## src/shared/mpt_defs.vh

```
// Constants for the motor PWM timer control block
`ifndef MPT_DEFS_VH
`define MPT_DEFS_VH

// Register byte offsets on the Wishbone bus
`define MPT_ADR_MODE       8'h00
`define MPT_ADR_CTRL0      8'h04
`define MPT_ADR_CTRL1      8'h08
`define MPT_ADR_EXTIRQ     8'h0c
`define MPT_ADR_COUNT      8'h10
`define MPT_ADR_PERIOD     8'h14
`define MPT_ADR_PERBUF     8'h18
`define MPT_ADR_PH0        8'h1c
`define MPT_ADR_PH1        8'h20
`define MPT_ADR_PH2        8'h24
`define MPT_ADR_PHB0       8'h28
`define MPT_ADR_PHB1       8'h2c
`define MPT_ADR_PHB2       8'h30
`define MPT_ADR_MPAT       8'h34
`define MPT_ADR_SPAT       8'h38
`define MPT_ADR_OLATCH     8'h3c

// Timer mode register fields
`define MPT_MODE_NMI_KILL  0
`define MPT_MODE_SOFT_KILL 1
`define MPT_MODE_ALV       2
`define MPT_MODE_PXFER     3
`define MPT_MODE_RESET     8'h00

// Timer control 0 fields
`define MPT_C0_CE          7
`define MPT_C0_DIR         5
`define MPT_C0_BXFER       4
`define MPT_C0_WMASK       8'hbf
`define MPT_C0_RESET       8'h00

// Timer control 1 fields
`define MPT_C1_CED         3
`define MPT_C1_WMASK       8'h8b
`define MPT_C1_RESET       8'h00

// External interrupt edge register
`define MPT_EI_NMI_RISE    0
`define MPT_EI_WMASK       8'hfd
`define MPT_EI_RESET       8'h00

// Decoded timer modes
`define MPT_M_INTERVAL     3'd0
`define MPT_M_TRI_SYM      3'd1
`define MPT_M_TRI_ASYM     3'd2
`define MPT_M_SAW          3'd3
`define MPT_M_PWM1         3'd4

// Valid NMI edge is held this many system clocks
`define MPT_NMI_HOLD_CLKS  5'd20

// Prescaler: five taps
`define MPT_PRE_DIV1       3'd0
`define MPT_PRE_DIV2       3'd1
`define MPT_PRE_DIV4       3'd2
`define MPT_PRE_DIV8       3'd3
`define MPT_PRE_DIV16      3'd4

`endif

```

## src/rtl/mpt_unused_placeholder_never.v

```verilog
// Intentionally empty design note file
`timescale 1ns/1ps

```

## src/rtl/mpt_timer_ctrl.v

```verilog
// Motor PWM timer control: mode decode, counter, reloads, output kill
//
// What this block does
// - Software kill bit set floats all six PWM pins, independent of NMI.
// - NMI kill enabled: valid NMI edge floats pins until bit cleared.
// - NMI valid edge held 20 clocks; late kill enable still catches it.
// - Active-level bit picks low/high active outputs in PWM mode 0 only.
// - Interval mode pattern transfer copies master to slave and latch on period match.
// - Mode bits decode to interval, two triangles, sawtooth, PWM mode 1.
// - Count, clear and compare reload points depend on mode.
// - Bit 6 of timer control 0 always reads zero.
// - Count direction flag is read only, cleared when counter stops.
// - Period buffer copy point depends on mode and transfer enable.
// - PWM mode 0 without dead time gives true and inverted pairs.
// - External interrupt edge register bit 1 always reads zero.
// - Reset clears control registers and clears, stops the counter.
// - Counter enable starts counting; clearing it zeroes and stops it.
// - Counter clock chosen among five prescaled clocks.
// - Down count reaching zero raises underflow event.
// - Interval mode: match flags event, clears next clock, period cmp+1.
// - Interval pattern transfer drives the six pins unmodified.
// - Mode register resets to zero: enabled, low active, interval.
`timescale 1ns/1ps
`include "mpt_defs.vh"

module mpt_timer_ctrl (
	input  wire        clk,
	input  wire        rst_n,
	input  wire        wb_cyc_i,
	input  wire        wb_stb_i,
	input  wire        wb_we_i,
	input  wire [7:0]  wb_adr_i,
	input  wire [3:0]  wb_sel_i,
	input  wire [31:0] wb_dat_i,
	output reg  [31:0] wb_dat_o,
	output reg         wb_ack_o,
	input  wire        nmi_pin,
	input  wire [5:0]  pin_function_ctrl,
	output reg  [5:0]  pwm_out,
	output reg  [5:0]  pwm_oe,
	output reg         period_match_irq,
	output reg         underflow_irq,
	output reg         nmi_valid_edge
);

	reg  [7:0]  timer_mode_reg;
	reg  [7:0]  timer_control_0;
	reg  [7:0]  timer_control_1;
	reg  [7:0]  ext_irq_edge_reg;
	reg  [15:0] main_counter;
	reg  [15:0] period_compare;
	reg  [15:0] period_buffer;
	reg  [15:0] phase_compare [0:2];
	reg  [15:0] phase_compare_buffer [0:2];
	reg  [5:0]  master_pattern_buffer;
	reg  [5:0]  slave_pattern_buffer;
	reg  [5:0]  output_latch;
	reg  [2:0]  phase_ff;
	reg         count_down;
	reg         pm_hold;
	reg  [3:0]  prescale;
	reg         nmi_meta;
	reg         nmi_sync;
	reg         nmi_prev;
	reg  [4:0]  nmi_hold;
	reg         nmi_killed;
	reg  [2:0]  mode;
	reg         tick;
	reg  [15:0] next_count;
	reg         next_down;
	reg         pm_evt;
	reg         uf_evt;
	reg  [5:0]  next_pins;
	reg  [31:0] rd_data;

	wire       counter_enable = timer_control_0[`MPT_C0_CE];
	wire       period_buffer_xfer_en = timer_control_0[`MPT_C0_BXFER];
	wire [2:0] clock_select = timer_control_0[2:0];
	wire       deadtime_enable = timer_control_1[`MPT_C1_CED];
	wire       nmi_output_kill_en = timer_mode_reg[`MPT_MODE_NMI_KILL];
	wire       soft_output_kill = timer_mode_reg[`MPT_MODE_SOFT_KILL];
	wire       output_active_level = timer_mode_reg[`MPT_MODE_ALV];
	wire       pattern_transfer_en = timer_mode_reg[`MPT_MODE_PXFER];
	wire       pattern_select = timer_mode_reg[7];
	wire       mode_bit2 = timer_mode_reg[6];
	wire       mode_bit1 = timer_mode_reg[5];
	wire       mode_bit0 = timer_mode_reg[4];
	wire       bus_req = wb_cyc_i & wb_stb_i;
	wire       bus_wr = bus_req & wb_we_i & wb_ack_o;
	wire       is_pwm0 = (mode == `MPT_M_TRI_SYM) |
			(mode == `MPT_M_TRI_ASYM) | (mode == `MPT_M_SAW);
	wire       is_tri = (mode == `MPT_M_TRI_SYM) |
			(mode == `MPT_M_TRI_ASYM);
	wire       nmi_edge = ext_irq_edge_reg[`MPT_EI_NMI_RISE] ?
			(nmi_sync & ~nmi_prev) : (~nmi_sync & nmi_prev);
	wire       kill_all = soft_output_kill | nmi_killed;

	// Mode decode
	always @* begin
		if (!mode_bit2)
			mode = `MPT_M_INTERVAL;
		else if (pattern_select)
			mode = `MPT_M_PWM1;
		else if (mode_bit1)
			mode = `MPT_M_SAW;
		else if (mode_bit0)
			mode = `MPT_M_TRI_ASYM;
		else
			mode = `MPT_M_TRI_SYM;
	end

	// Count clock enable from the free running prescaler
	always @* begin
		case (clock_select)
		`MPT_PRE_DIV1: tick = 1'b1;
		`MPT_PRE_DIV2: tick = prescale[0];
		`MPT_PRE_DIV4: tick = &prescale[1:0];
		`MPT_PRE_DIV8: tick = &prescale[2:0];
		default:       tick = &prescale;
		endcase
	end

	// Next count value, direction and timer events
	always @* begin
		next_count = main_counter;
		next_down = count_down;
		pm_evt = 1'b0;
		uf_evt = 1'b0;
		if (counter_enable && tick) begin
			if (is_tri) begin
				if (!count_down) begin
					if (main_counter == period_compare) begin
						next_down = 1'b1;
						next_count = main_counter - 16'h0001;
						pm_evt = 1'b1;
					end else begin
						next_count = main_counter + 16'h0001;
					end
				end else begin
					next_count = main_counter - 16'h0001;
					if (next_count == 16'h0000) begin
						uf_evt = 1'b1;
						next_down = 1'b0;
					end
				end
			end else begin
				// Match is held: a compare reloaded on it must not skip the clear
				if (pm_hold)
					next_count = 16'h0000;
				else
					next_count = main_counter + 16'h0001;
				pm_evt = (next_count == period_compare);
			end
		end
	end

	// Prescaler, counter and direction
	always @(posedge clk or negedge rst_n) begin
		if (!rst_n) begin
			prescale <= 4'h0;
			main_counter <= 16'h0000;
			count_down <= 1'b0;
			pm_hold <= 1'b0;
		end else begin
			prescale <= prescale + 4'h1;
			pm_hold <= counter_enable && (tick ? (pm_evt && !is_tri) : pm_hold);
			if (!counter_enable) begin
				main_counter <= 16'h0000;
				count_down <= 1'b0;
			end else begin
				main_counter <= next_count;
				count_down <= next_down;
			end
		end
	end

	// Period compare: direct write or buffered reload
	always @(posedge clk or negedge rst_n) begin
		if (!rst_n) begin
			period_compare <= 16'hffff;
			period_buffer <= 16'hffff;
		end else begin
			if (bus_wr && wb_adr_i == `MPT_ADR_PERIOD)
				period_compare <= wb_dat_i[15:0];
			else if (period_buffer_xfer_en && mode != `MPT_M_INTERVAL &&
					((is_tri && uf_evt) || (!is_tri && pm_evt)))
				period_compare <= period_buffer;
			if (bus_wr && wb_adr_i == `MPT_ADR_PERBUF)
				period_buffer <= wb_dat_i[15:0];
		end
	end

	// Phase compares and their buffers, one per channel
	genvar g;
	generate
		for (g = 0; g < 3; g = g + 1) begin : g_phase
			wire reload = (is_tri && uf_evt) ||
				(mode == `MPT_M_TRI_ASYM && pm_evt) ||
				((mode == `MPT_M_SAW || mode == `MPT_M_PWM1) && pm_evt);
			wire hit = counter_enable && tick &&
				(main_counter == phase_compare[g]);
			always @(posedge clk or negedge rst_n) begin
				if (!rst_n) begin
					phase_compare[g] <= 16'hffff;
					phase_compare_buffer[g] <= 16'hffff;
					phase_ff[g] <= 1'b0;
				end else begin
					if (reload)
						phase_compare[g] <= phase_compare_buffer[g];
					else if (bus_wr &&
							wb_adr_i == `MPT_ADR_PH0 + 8'h04 * g)
						phase_compare[g] <= wb_dat_i[15:0];
					if (bus_wr && wb_adr_i == `MPT_ADR_PHB0 + 8'h04 * g)
						phase_compare_buffer[g] <= wb_dat_i[15:0];
					if (!counter_enable)
						phase_ff[g] <= 1'b0;
					else if (is_tri && hit)
						phase_ff[g] <= ~count_down;
					else if (mode == `MPT_M_SAW && hit)
						phase_ff[g] <= 1'b1;
					else if (mode == `MPT_M_SAW && pm_evt)
						phase_ff[g] <= 1'b0;
				end
			end
		end
	endgenerate

	// Pattern buffers and output latch
	always @(posedge clk or negedge rst_n) begin
		if (!rst_n) begin
			master_pattern_buffer <= 6'h00;
			slave_pattern_buffer <= 6'h00;
			output_latch <= 6'h00;
		end else begin
			if (bus_wr && wb_adr_i == `MPT_ADR_MPAT)
				master_pattern_buffer <= wb_dat_i[5:0];
			if (mode == `MPT_M_INTERVAL && pattern_transfer_en &&
					pm_evt) begin
				slave_pattern_buffer <= master_pattern_buffer;
				output_latch <= master_pattern_buffer;
			end else if (mode == `MPT_M_PWM1 && pm_evt) begin
				slave_pattern_buffer <= master_pattern_buffer;
			end else if (mode == `MPT_M_PWM1 && counter_enable && tick &&
					main_counter == phase_compare[0]) begin
				output_latch <= slave_pattern_buffer;
			end else if (bus_wr && wb_adr_i == `MPT_ADR_OLATCH &&
					(mode == `MPT_M_INTERVAL || mode == `MPT_M_PWM1)) begin
				// Latch is write protected in PWM mode 0
				output_latch <= wb_dat_i[5:0];
			end
		end
	end

	// NMI pin synchroniser, edge detect and hold stretch
	always @(posedge clk or negedge rst_n) begin
		if (!rst_n) begin
			nmi_meta <= 1'b0;
			nmi_sync <= 1'b0;
			nmi_prev <= 1'b0;
			nmi_hold <= 5'd0;
			nmi_valid_edge <= 1'b0;
			nmi_killed <= 1'b0;
		end else begin
			nmi_meta <= nmi_pin;
			nmi_sync <= nmi_meta;
			nmi_prev <= nmi_sync;
			if (nmi_edge)
				nmi_hold <= `MPT_NMI_HOLD_CLKS;
			else if (nmi_hold != 5'd0)
				nmi_hold <= nmi_hold - 5'd1;
			nmi_valid_edge <= nmi_edge || (nmi_hold > 5'd1);
			// Stays set after the hold ends until the enable drops
			nmi_killed <= nmi_output_kill_en &&
				(nmi_killed || nmi_valid_edge);
		end
	end

	// Pin level selection per mode
	always @* begin
		if (is_pwm0) begin
			// Dead time shaping is outside this block: pairs stay complementary
			next_pins[0] = ~(phase_ff[0] ^ output_active_level);
			next_pins[1] = ~(~phase_ff[0] ^ output_active_level);
			next_pins[2] = ~(phase_ff[1] ^ output_active_level);
			next_pins[3] = ~(~phase_ff[1] ^ output_active_level);
			next_pins[4] = ~(phase_ff[2] ^ output_active_level);
			next_pins[5] = ~(~phase_ff[2] ^ output_active_level);
		end else begin
			next_pins = output_latch;
		end
	end

	always @(posedge clk or negedge rst_n) begin
		if (!rst_n) begin
			pwm_out <= 6'h00;
			pwm_oe <= 6'h00;
			period_match_irq <= 1'b0;
			underflow_irq <= 1'b0;
		end else begin
			pwm_out <= next_pins;
			pwm_oe <= kill_all ? 6'h00 : pin_function_ctrl;
			period_match_irq <= pm_evt;
			underflow_irq <= uf_evt;
		end
	end

	// Read mux
	always @* begin
		rd_data = 32'h0000_0000;
		case (wb_adr_i)
		`MPT_ADR_MODE:   rd_data[7:0] = timer_mode_reg;
		`MPT_ADR_CTRL0:  rd_data[7:0] = {timer_control_0[7], 1'b0,
				count_down, timer_control_0[4:0]};
		`MPT_ADR_CTRL1:  rd_data[7:0] = timer_control_1;
		`MPT_ADR_EXTIRQ: rd_data[7:0] = ext_irq_edge_reg;
		`MPT_ADR_COUNT:  rd_data[15:0] = main_counter;
		`MPT_ADR_PERIOD: rd_data[15:0] = period_compare;
		`MPT_ADR_PERBUF: rd_data[15:0] = period_buffer;
		`MPT_ADR_PH0:    rd_data[15:0] = phase_compare[0];
		`MPT_ADR_PH1:    rd_data[15:0] = phase_compare[1];
		`MPT_ADR_PH2:    rd_data[15:0] = phase_compare[2];
		`MPT_ADR_PHB0:   rd_data[15:0] = phase_compare_buffer[0];
		`MPT_ADR_PHB1:   rd_data[15:0] = phase_compare_buffer[1];
		`MPT_ADR_PHB2:   rd_data[15:0] = phase_compare_buffer[2];
		`MPT_ADR_MPAT:   rd_data[5:0] = master_pattern_buffer;
		`MPT_ADR_SPAT:   rd_data[5:0] = slave_pattern_buffer;
		`MPT_ADR_OLATCH: rd_data[5:0] = output_latch;
		default:         rd_data = 32'h0000_0000;
		endcase
	end

	// Wishbone slave and control registers; writes land on the ack edge
	always @(posedge clk or negedge rst_n) begin
		if (!rst_n) begin
			wb_ack_o <= 1'b0;
			wb_dat_o <= 32'h0000_0000;
			timer_mode_reg <= `MPT_MODE_RESET;
			timer_control_0 <= `MPT_C0_RESET;
			timer_control_1 <= `MPT_C1_RESET;
			ext_irq_edge_reg <= `MPT_EI_RESET;
		end else begin
			wb_ack_o <= bus_req & ~wb_ack_o;
			if (bus_req && !wb_ack_o)
				wb_dat_o <= rd_data;
			// Writes while running are taken as is
			if (bus_wr && wb_sel_i[0]) begin
				case (wb_adr_i)
				`MPT_ADR_MODE:
					timer_mode_reg <= wb_dat_i[7:0];
				`MPT_ADR_CTRL0:
					timer_control_0 <= wb_dat_i[7:0] &
						`MPT_C0_WMASK;
				`MPT_ADR_CTRL1:
					timer_control_1 <= wb_dat_i[7:0] & `MPT_C1_WMASK;
				`MPT_ADR_EXTIRQ:
					ext_irq_edge_reg <= wb_dat_i[7:0] &
						`MPT_EI_WMASK;
				default: ;
				endcase
			end
		end
	end


endmodule // mpt_timer_ctrl

```

## config.mk

```make
export PLATFORM = sky130hd
export DESIGN_NAME = mpt_timer_ctrl
export DESIGN_NICKNAME = d
export VERILOG_FILES = /design/src/rtl/mpt_unused_placeholder_never.v /design/src/rtl/mpt_timer_ctrl.v
export VERILOG_INCLUDE_DIRS = /design/src /design/src/shared
export SDC_FILE = /design/constraint.sdc
export NUM_CORES = 1
export LEC_CHECK = 0
export BUFFER_PORTS_ARGS = -buffer_cell sky130_fd_sc_hd__buf_4
export CAP_MARGIN = 5
export CORE_ASPECT_RATIO = 1.25
export CORE_UTILIZATION = 25
export DETAILED_ROUTE_END_ITERATION = 8
export GPL_TIMING_DRIVEN = 0
export PLACE_DENSITY = 0.43
export RECOVER_POWER = 25
export SLEW_MARGIN = 0
export SYNTH_ARGS = -nofsm -noshare
export SYNTH_HDL_FRONTEND = slang
export SYNTH_SLANG_ARGS = --single-unit
```

## constraint.sdc

```tcl
create_clock -name clk -period 4.07 [get_ports clk]
set_input_delay 1.0175 -clock clk [delete_from_list [all_inputs] [get_ports clk]]
set_output_delay 1.0175 -clock clk [all_outputs]
set_load 0.02 [all_outputs]
```

==> impl_summary.log, run 1 <==
INFO  metric result_of_the_run = complete, but fails checks
INFO  metric violated_checks = capacitance limit, slew limit
INFO  metric synth_area_leaders = dfstp_2 (24%), dfrtp_1 (20%), mux2_2 (14%)
INFO  metric cp_cell_sequence = ha_2, nand3_2, buf_2, or3_1, mux2i_1, xor2_1, nand3b_1, or4_4, o31ai_4, buf_4, nor2_1, a211o_1
INFO  metric grt_pass1_wl = 75200 microns
INFO  metric multiInputGateArea = approximately 7300 sq um
INFO  metric clock-sinks = roughly 240
INFO  metric globalRoute.totalOverflow = 0
INFO  metric layout_cells_sized_above_1 = 35.5%
INFO  metric register_area = 6090 sq um
INFO  metric syn-mean-instance-area = about 11 sq um
INFO  metric hold_viol_final = 0
INFO  metric post-route-drc-count = 0
INFO  metric layout.nets = 1473
INFO  metric area_delta_synth_final = 18.6%
INFO  metric power.ir.vdd_worst = 0.348 mV
INFO  metric grt_antenna_before_repair = 0
INFO  metric timing.clock.skew = between 0.015 and 0.02 ns
INFO  metric synth_top_cell_by_area = dfstp_2
INFO  metric required = between 4 and 5 ns
INFO  metric grt_start_max_net_pins = approximately 110
INFO  metric path_max_fanout = 10
INFO  metric die-area = 56300 sq um
INFO  metric crit_path_end_kind = register
INFO  metric min_path_type = reg2reg
INFO  metric fp-row-count = between 90 and 100
INFO  metric timing.critical_path.arrival = ~4.4 ns
INFO  metric routedWlPerCell = ~23 microns
INFO  metric synthesis.instances = about 1300
INFO  metric cts_tree = built
INFO  metric ff2ff_path_depth = 12
INFO  metric worst_pin_slew = between 1.5 and 2 ns
INFO  metric max_cap_viol_count = 1
INFO  metric place_congestion = roughly 0.93
INFO  metric route.detailed.vias_per_inst = 5.01
INFO  metric finalWorstPathRequiredPeriod = ~4 ns
INFO  metric port_buffers = 67
INFO  metric filler_cell_count = between 5000 and 6000
INFO  metric async_flop_share = 100%
INFO  metric finalMaxSlewViolations = 66
INFO  metric drt_first_iter_violations = approximately 800
INFO  metric clock_latency = around 0.57 ns
INFO  metric track_usage = a little under a fifth
INFO  metric die_height = ~260 microns
INFO  metric vias = approximately 11000
INFO  metric detailed_place_hpwl = 38900 microns
INFO  metric fin_setup_tns = 0 ns
INFO  metric floorplan.initialDensity = 25.2%
INFO  metric crit_path_max_incr_delay = between 0.6 and 0.7 ns
INFO  metric clkTransAtPathRegs = 0.06 ns
INFO  metric ys.flop_type = dfstp_2
INFO  metric cts.repair_timing.setup_buffer_count = 0
INFO  metric setup.worst_path.start_class = register
INFO  metric post-synth-top-area-fraction = 24.3%
INFO  metric grt_pass1_vias = ~11000
INFO  metric timing.max_slew.rel_slack = -27.2%
INFO  metric synth_enable_flop_cells = 0
INFO  metric seq_area_frac_synth = approximately 44%
INFO  metric rsz0062_at_grt = false
INFO  metric die_w = between 200 and 250 microns
INFO  metric layout_top_registers = phase_compare: 48 flops, phase_compare_buffer: 48 flops
INFO  metric fp.coreArea = between 50000 and 60000 sq um
INFO  metric final-setup-viol-count = 0
INFO  metric ant_nets = 0
INFO  metric synth.yosys.warnings = 0
INFO  metric postRouteWirelength = between 50000 and 60000 microns
INFO  metric utilization = between 20% and 30%
INFO  metric post-route-period-util = a little over nine tenths
INFO  metric timing.fmax = around 0.26 GHz
INFO  metric min_delay_path_depth = 0
INFO  metric floorplan.io_pins = approximately 100
INFO  metric synth.ff_latch_count = roughly 240
INFO  metric worstSetupPathType = reg2reg
INFO  metric clockRootBuffer = clkbuf_16
INFO  metric power_leakage = 0.00727 uW
INFO  metric timing.critical_path.slowest_stage_cell = or4_4
INFO  metric synth.distinct_cells = 79
INFO  metric diodes = 0
INFO  metric first_pass_iters = 5
INFO  metric pwr_density_cell = between 300 and 400 nW/um^2
INFO  metric numCtsBuffers = 29
INFO  metric clk_path_buf_depth = 3
INFO  metric cts_max_level = 1
INFO  metric synthesis.area = approximately 14000 sq um
-- final timing paths --
kind                                              from                                    to  slack [ns]
setup / recovery           main_counter[0]$_DFFE_PN0P_        period_compare[15]$_DFFE_PN1P_        0.17
hold / removal                      nmi_meta$_DFF_PN0_                    nmi_sync$_DFF_PN0_        0.35
setup reg to reg           main_counter[0]$_DFFE_PN0P_        period_compare[15]$_DFFE_PN1P_        0.17
hold reg to reg                     nmi_meta$_DFF_PN0_                    nmi_sync$_DFF_PN0_        0.35
max in group asynchronous                        rst_n  phase_compare_buffer[14]$_DFFE_PN1P_        1.73
min in group asynchronous                        rst_n                  pwm_out[3]$_DFF_PN0_        0.96
-- cell usage after synthesis (4+ instances only) --
library cell / number
mux2_2: 178
dfstp_2: 128
dfrtp_1: 109
nor2_1: 98
nand2_1: 90
clkbuf_1: 59
xnor2_1: 54
xor2_1: 44
a22oi_1: 39
o21ai_0: 37
mux2i_1: 32
nand3_1: 31
a21oi_1: 23
nand4_1: 23
a221oi_1: 22
and3_1: 20
buf_4: 20
mux2_4: 20
nor3_1: 20
nor4_1: 18
a211o_1: 17
a22o_1: 16
nand2b_1: 15
a211oi_1: 11
buf_1: 11
inv_1: 10
nand3b_1: 9
nor2b_1: 9
and2_1: 8
ha_1: 8
or2_2: 8
buf_2: 7
or4_1: 7
a21o_1: 6
o22ai_1: 6
a222oi_1: 5
a31oi_1: 5
o21a_1: 5
a32o_1: 4
o211ai_1: 4
-- report_power, final --
| group | switching [uW] | total, uW | internal [uW] |
|---|---|---|---|
| clock network | 1090 | 2730 | 1630 |
| registers | 31.7 | 2430 | 2400 |
| logic | 205 | 317 | 112 |
-- layer usage --
layer / GRT usage [%] / part of all wire (%) / routed length [microns]
met1: 22.1 / 42 / 21100
met2: 32.1 / 51 / 25900
met3: 1.63 / 3.6 / 1810
met4: 7.52 / 4.0 / 2040
met5: 0 / 0 / 0
-- layout by cell type, fill, tap and decap left out, types with 23 or more instances in the layout --
cell type,count
clkbuf_1,60
xnor2_1,54
mux2_2,178
nand3_1,31
xor2_1,44
nor2_1,98
dfstp_2,128
clkbuf_16,29
nand2_1,90
o21ai_0,37
a22oi_1,39
nand4_1,23
mux2i_1,32
buf_4,86
dfrtp_1,108
-- final cells by class --
type | instances | area share (%)
clock buffer | 38 | 4.87
timing repair buffer | 69 | 3.39
multi-input combinational | 960 | 44.6
buffer | 101 | 3.06
tap | 735 | 5.61
inverter | 11 | 0.252
clock inverter | 16 | 1.13
sequential | 237 | 37.1
-- timing repair --
item                       CTS  global route
hold endpoints to repair     0             0
setup endpoints to repair   54            63
hold buffers                 0             0
pin swaps                    0             2
resized for setup            5            12
-- critical path, delay by kind of cell, from the launching register on --
family	cells	cell delay, ns
xor+xnor	1	0.21
flops	1	0.49
fa+ha+maj	1	0.31
buf+inv	2	0.51
compound gates	2	0.66
mux	1	0.21
simple gates	5	1.43
-- logic make-up (layout without fill, tap and decap cells) --
group / after synthesis / count (layout) / share of synthesized area, %
xor gates and xnor gates: 98 / 98 / 6.21
other: 1 / 16 / 0.0271
adders and majority gates: 8 / 8 / 0.724
and+or+nand+nor: 375 / 375 / 13.6
muxes: 230 / 230 / 19.0
AOI/OAI and AO/OA: 233 / 233 / 12.6
DFF: 237 / 237 / 44.1
buffers and inverters: 112 / 235 / 3.82
-- metrics by stage --
stage	cells	power (uW)	hold slack, ns	cell area (sq um)	setup WS (ns)
4_1_cts	2167	5550	0.355	16400	0.0150
3_3_place_gp	2111	2780	0.336	15300	-0.697
6_report	2167	5480	0.350	16400	0.168
3_5_place_dp	2113	2790	0.340	15400	-0.259
2_1_floorplan	1309	2620	0.331	13900	0.625
5_1_grt	2167	5670	0.368	16400	0.0243
No activity file was read; power rests on OpenSTA's default activity.
==> inputs of run 2 (changes only) <==
--- a/config.mk
+++ b/config.mk
@@ -6,6 +6,7 @@
 export SDC_FILE = /design/constraint.sdc
 export NUM_CORES = 1
 export LEC_CHECK = 0
+export ABC_AREA = 1
 export BUFFER_PORTS_ARGS = -buffer_cell sky130_fd_sc_hd__buf_4
 export CAP_MARGIN = 5
 export CORE_ASPECT_RATIO = 1.25
==> run 2 against run 1 <==
  * Maximum frequency up 3.5%
  * The flow still finishes with violations (capacitance limit, slew limit)
  * Die area up 0.80%
  * Clock power up 2%
  * Utilization about the same
  * Non-clock buffer count up 10
  * Critical path type is now in2reg
  * Synthesized cell count up 43%
  * Sequential power about the same
  * Worst hold slack better by 0.0099 ns
  * Cell count up 25%
  * Highest routed layer unchanged
  * Worst setup slack better by 0.13 ns
==> impl_summary.log, run 2 <==
INFO  metric fp-row-count = 96 (unchanged)
INFO  metric place_congestion = 0.935 (+0.20%)
INFO  metric final-instance-count-excl-fill = 2716 (+25%)
INFO  metric cts_tree = built
INFO  metric synthMostInstantiatedCell = nand2_1
INFO  metric globalRoute.totalOverflow = 0 (unchanged)
INFO  metric routedWlPerCell = 21.1 microns (-10%)
INFO  metric synth_enable_flop_cells = 0 (unchanged)
INFO  metric r2r_setup_slack = 0.40 ns (+0.23 ns)
INFO  metric hold_ws = 0.360 ns (+0.00991 ns)
INFO  metric violated_checks = capacitance limit, slew limit
INFO  metric finalWorstSetupSlack = 0.301 ns (+0.133 ns)
INFO  metric ff2ff_path_depth = 15 (+3)
INFO  metric timing.max_slew.rel_slack = -103% (-75 points)
INFO  metric layout.cells.most_common_list = nand2_1 (525), o21ai_0 (178), inv_1 (163)
INFO  metric layout_cells_sized_above_1 = 17.0% (-19 points)
INFO  metric post_cts_resized = 0 (-5)
INFO  metric layout_top_registers = phase_compare: 48 flops, phase_compare_buffer: 48 flops
INFO  metric synth_compound_area_share = 13.4% (+0.80 points)
INFO  metric track_usage = 20.4% (+2.3 points)
INFO  metric floorplan.initialDensity = 25.3% (+0.092 points)
INFO  metric async_flop_share = 100% (unchanged)
INFO  metric dp_worst_setup_slack = -0.293 ns (-0.0340 ns)
INFO  metric grt_pass1_wl = 85800 microns (+14%)
INFO  metric synth_fa_ha_area_share = 0.718% (-0.0058 points)
INFO  metric layout.nets = 2024 (+37%)
INFO  metric first_pass_iters = 6 (+1)
INFO  metric detailed_place_hpwl = 45100 microns (+16%)
INFO  metric post-synth-top-area-fraction = 24.1% (-0.19 points)
INFO  metric fp.coreArea = 55000 sq um (+0.44%)
INFO  metric area_delta_synth_final = 18.3%
INFO  metric hp-start = nmi_meta$_DFF_PN0_
INFO  metric required = 4.56 ns (about the same)
INFO  metric cts-hold-fix-buffers = 0 (unchanged)
INFO  metric synth.ff_latch_count = 237 (unchanged)
INFO  metric post_synth_xor_area_fraction = 1.89% (-4.3 points)
INFO  metric crit_path_end_kind = register
INFO  metric pwr_density_cell = 336 nW/um^2 (+0.47%)
INFO  metric synthesis.area = 13900 sq um (+0.81%)
INFO  metric worstSetupPathType = in2reg
INFO  metric diodes = 0 (unchanged)
INFO  metric filler_cell_count = 6105 (+5.9%)
INFO  metric port_buffers = 68 (+1.5%)
INFO  metric setup.worst_path.start_class = input port
INFO  metric post-route-period-util = 92.6% (-3.3 points)
INFO  metric worst_pin_slew = 3.04 ns (+1.13 ns)
INFO  metric seq_area_frac_synth = 43.7% (-0.35 points)
INFO  metric route.detailed.vias_per_inst = 5.01 (-0.10%)
INFO  metric drt_first_iter_violations = 1333 (+66%)
INFO  metric clkTransAtPathRegs = 0.06 ns (about the same)
INFO  metric rsz0062_at_grt = false
INFO  metric finalMaxSlewViolations = 61 (-7.6%)
INFO  metric hold_viol_final = 0 (unchanged)
INFO  metric synth_top_family_by_area = simple AND/OR/NAND/NOR gates
INFO  metric result_of_the_run = complete, but fails checks
INFO  metric synth_area_leaders = dfstp_2 (24%), dfrtp_1 (20%), nand2_1 (14%)
INFO  metric r2r-end = phase_compare[5]$_DFFE_PN1P_
INFO  metric min_path_type = reg2reg
INFO  metric ys.flop_type = dfstp_2
INFO  metric synth.yosys.warnings = 0 (unchanged)
INFO  metric die-area = 56700 sq um (+0.80%)
INFO  metric post-route-drc-count = 0 (unchanged)
INFO  metric final-setup-viol-count = 0 (unchanged)
INFO  metric vias = 13596 (+25%)
INFO  metric synth.distinct_cells = 46 (-42%)
INFO  metric synth_simple_gate_area_share = 31.1% (+18 points)
INFO  metric cts.repair_timing.setup_buffer_count = 0 (unchanged)
INFO  metric grt_antenna_before_repair = 0 (unchanged)
INFO  metric die_w = 213 microns (+0.40%)
INFO  metric yosys-top-cells-count = nand2_1 (525), o21ai_0 (178), inv_1 (163)
INFO  metric numCtsBuffers = 27 (-6.9%)
INFO  metric die_height = 266 microns (+0.40%)
INFO  metric timing.fmax = 0.265 GHz (+3.5%)
INFO  metric clock-sinks = 237 (unchanged)
INFO  metric clk_path_buf_depth = 3 (unchanged)
INFO  metric clockRootBuffer = clkbuf_16
INFO  metric path_max_fanout = 10 (unchanged)
INFO  metric min_delay_path_depth = 0 (unchanged)
INFO  metric postRouteWirelength = 57400 microns (+13%)
INFO  metric power.ir.vdd_worst = 0.161 mV (-54%)
INFO  metric placed_cells = 2666 (+26%)
INFO  metric mostFrequentLayoutCell = nand2_1
INFO  metric clock_latency = 0.57 ns (about the same)
INFO  metric crit-reg2reg-launch = main_counter[1]$_DFFE_PN0P_
INFO  metric fin_setup_tns = 0 ns (unchanged)
INFO  metric timing.critical_path.arrival = 4.26 ns (-0.14 ns)
INFO  metric synth_top_cell_by_area = dfstp_2
INFO  metric floorplan.io_pins = 104 (unchanged)
INFO  metric power_leakage = 0.00745 uW (+2.4%)
INFO  metric max_cap_viol_count = 1 (unchanged)
INFO  metric finalWorstPathRequiredPeriod = 3.77 ns (-0.133 ns)
INFO  metric synthesis.instances = 1846 (+43%)
INFO  metric syn-mean-instance-area = 7.55 sq um (-29%)
INFO  metric grt_pass1_vias = 13421 (+20%)
INFO  metric grt_start_max_net_pins = 98 (-8.4%)
INFO  metric timing.clock.skew = 0.00943 ns (-0.00864 ns)
INFO  metric ant_nets = 0 (unchanged)
INFO  metric portion_of_netlist_area_occupied_by_mux_cells = 0.0718% (-19 points)
INFO  metric hold_end = nmi_sync$_DFF_PN0_
INFO  metric cts_max_level = 1 (unchanged)
==> run 2: cell count changes after synthesis, sizes merged, moves of 108 or more <==
cell	before	now
mux2	198	0
nand4	24	149
nand3	32	140
inv	11	167
o21ai	38	188
nand2	90	529
==> run 2: through the flow <==
step	total power, uW	util (%)	cell area, sq um
2_1_floorplan	2610	-	14000
6_report	5530	30.0	16500
5_1_grt	5720	30.0	16500
3_5_place_dp	2780	28.2	15500
3_3_place_gp	2770	28.0	15400
4_1_cts	5600	30.0	16500
==> run 2: report_power, final <==
| group | switching [uW] | internal (uW) |
|---|---|---|
| sequential | 24.8 | 2400 |
| clock | 1070 | 1720 |
| combinational | 214 | 98.2 |
| total | 1310 | 4230 |
==> run 2: logic make-up (layout without fill, tap and decap cells) <==
family / Yosys count / count (layout)
AO/OA/AOI/OAI: 323 / 323
multiplexers: 1 / 1
buffers and inverters: 285 / 405
flip-flops: 237 / 237
adder cells (fa/ha/maj): 8 / 8
other: 1 / 16
XOR/XNOR: 30 / 30
AND/OR/NAND/NOR: 961 / 961
==> run 2: worst max-delay path by stage <==
stage,startpoint,end,slack [ns]
3_3_place_gp,wb_adr_i[1],wb_dat_o[4]$_DFFE_PN0P_,-0.21
6_report,wb_adr_i[7],wb_dat_o[5]$_DFFE_PN0P_,0.30
5_1_grt,main_counter[1]$_DFFE_PN0P_,phase_compare[24]$_DFFE_PN1P_,0.12
2_1_floorplan,wb_adr_i[1],phase_compare[21]$_DFFE_PN1P_,1.29
3_5_place_dp,wb_adr_i[7],wb_dat_o[5]$_DFFE_PN0P_,-0.29
4_1_cts,wb_adr_i[7],wb_dat_o[5]$_DFFE_PN0P_,0.31
==> run 2: critical path, cell delays in order <==
cell	delay, ns
buf_4	0.10
or2_2	0.33
nor3_1	0.53
inv_1	0.13
nor2_1	0.83
clkbuf_1	0.63
a221oi_1	0.29
nand4_1	0.12
o21ai_0	0.14
nand2_1	0.13
==> run 2: cell type report <==
| cell class | count | area, sq um | share of cell area, % |
|---|---|---|---|
| buffer | 110 | 613 | 3.72 |
| clock buffer | 37 | 783 | 4.75 |
| clock inverter | 13 | 224 | 1.36 |
| inverter | 175 | 657 | 3.98 |
| multi-input combinational | 1339 | 6630 | 40.2 |
| sequential | 237 | 6090 | 36.9 |
| tap | 735 | 920 | 5.58 |
| timing repair buffer | 70 | 571 | 3.46 |
==> run 2: layer usage <==
metal,wire [microns],track usage (%),vias up
li1,-,-,6469
met1,23800,25.5,6560
met2,28500,35.7,461
met3,2640,1.97,106
met4,2370,8.19,0
met5,0,0,-
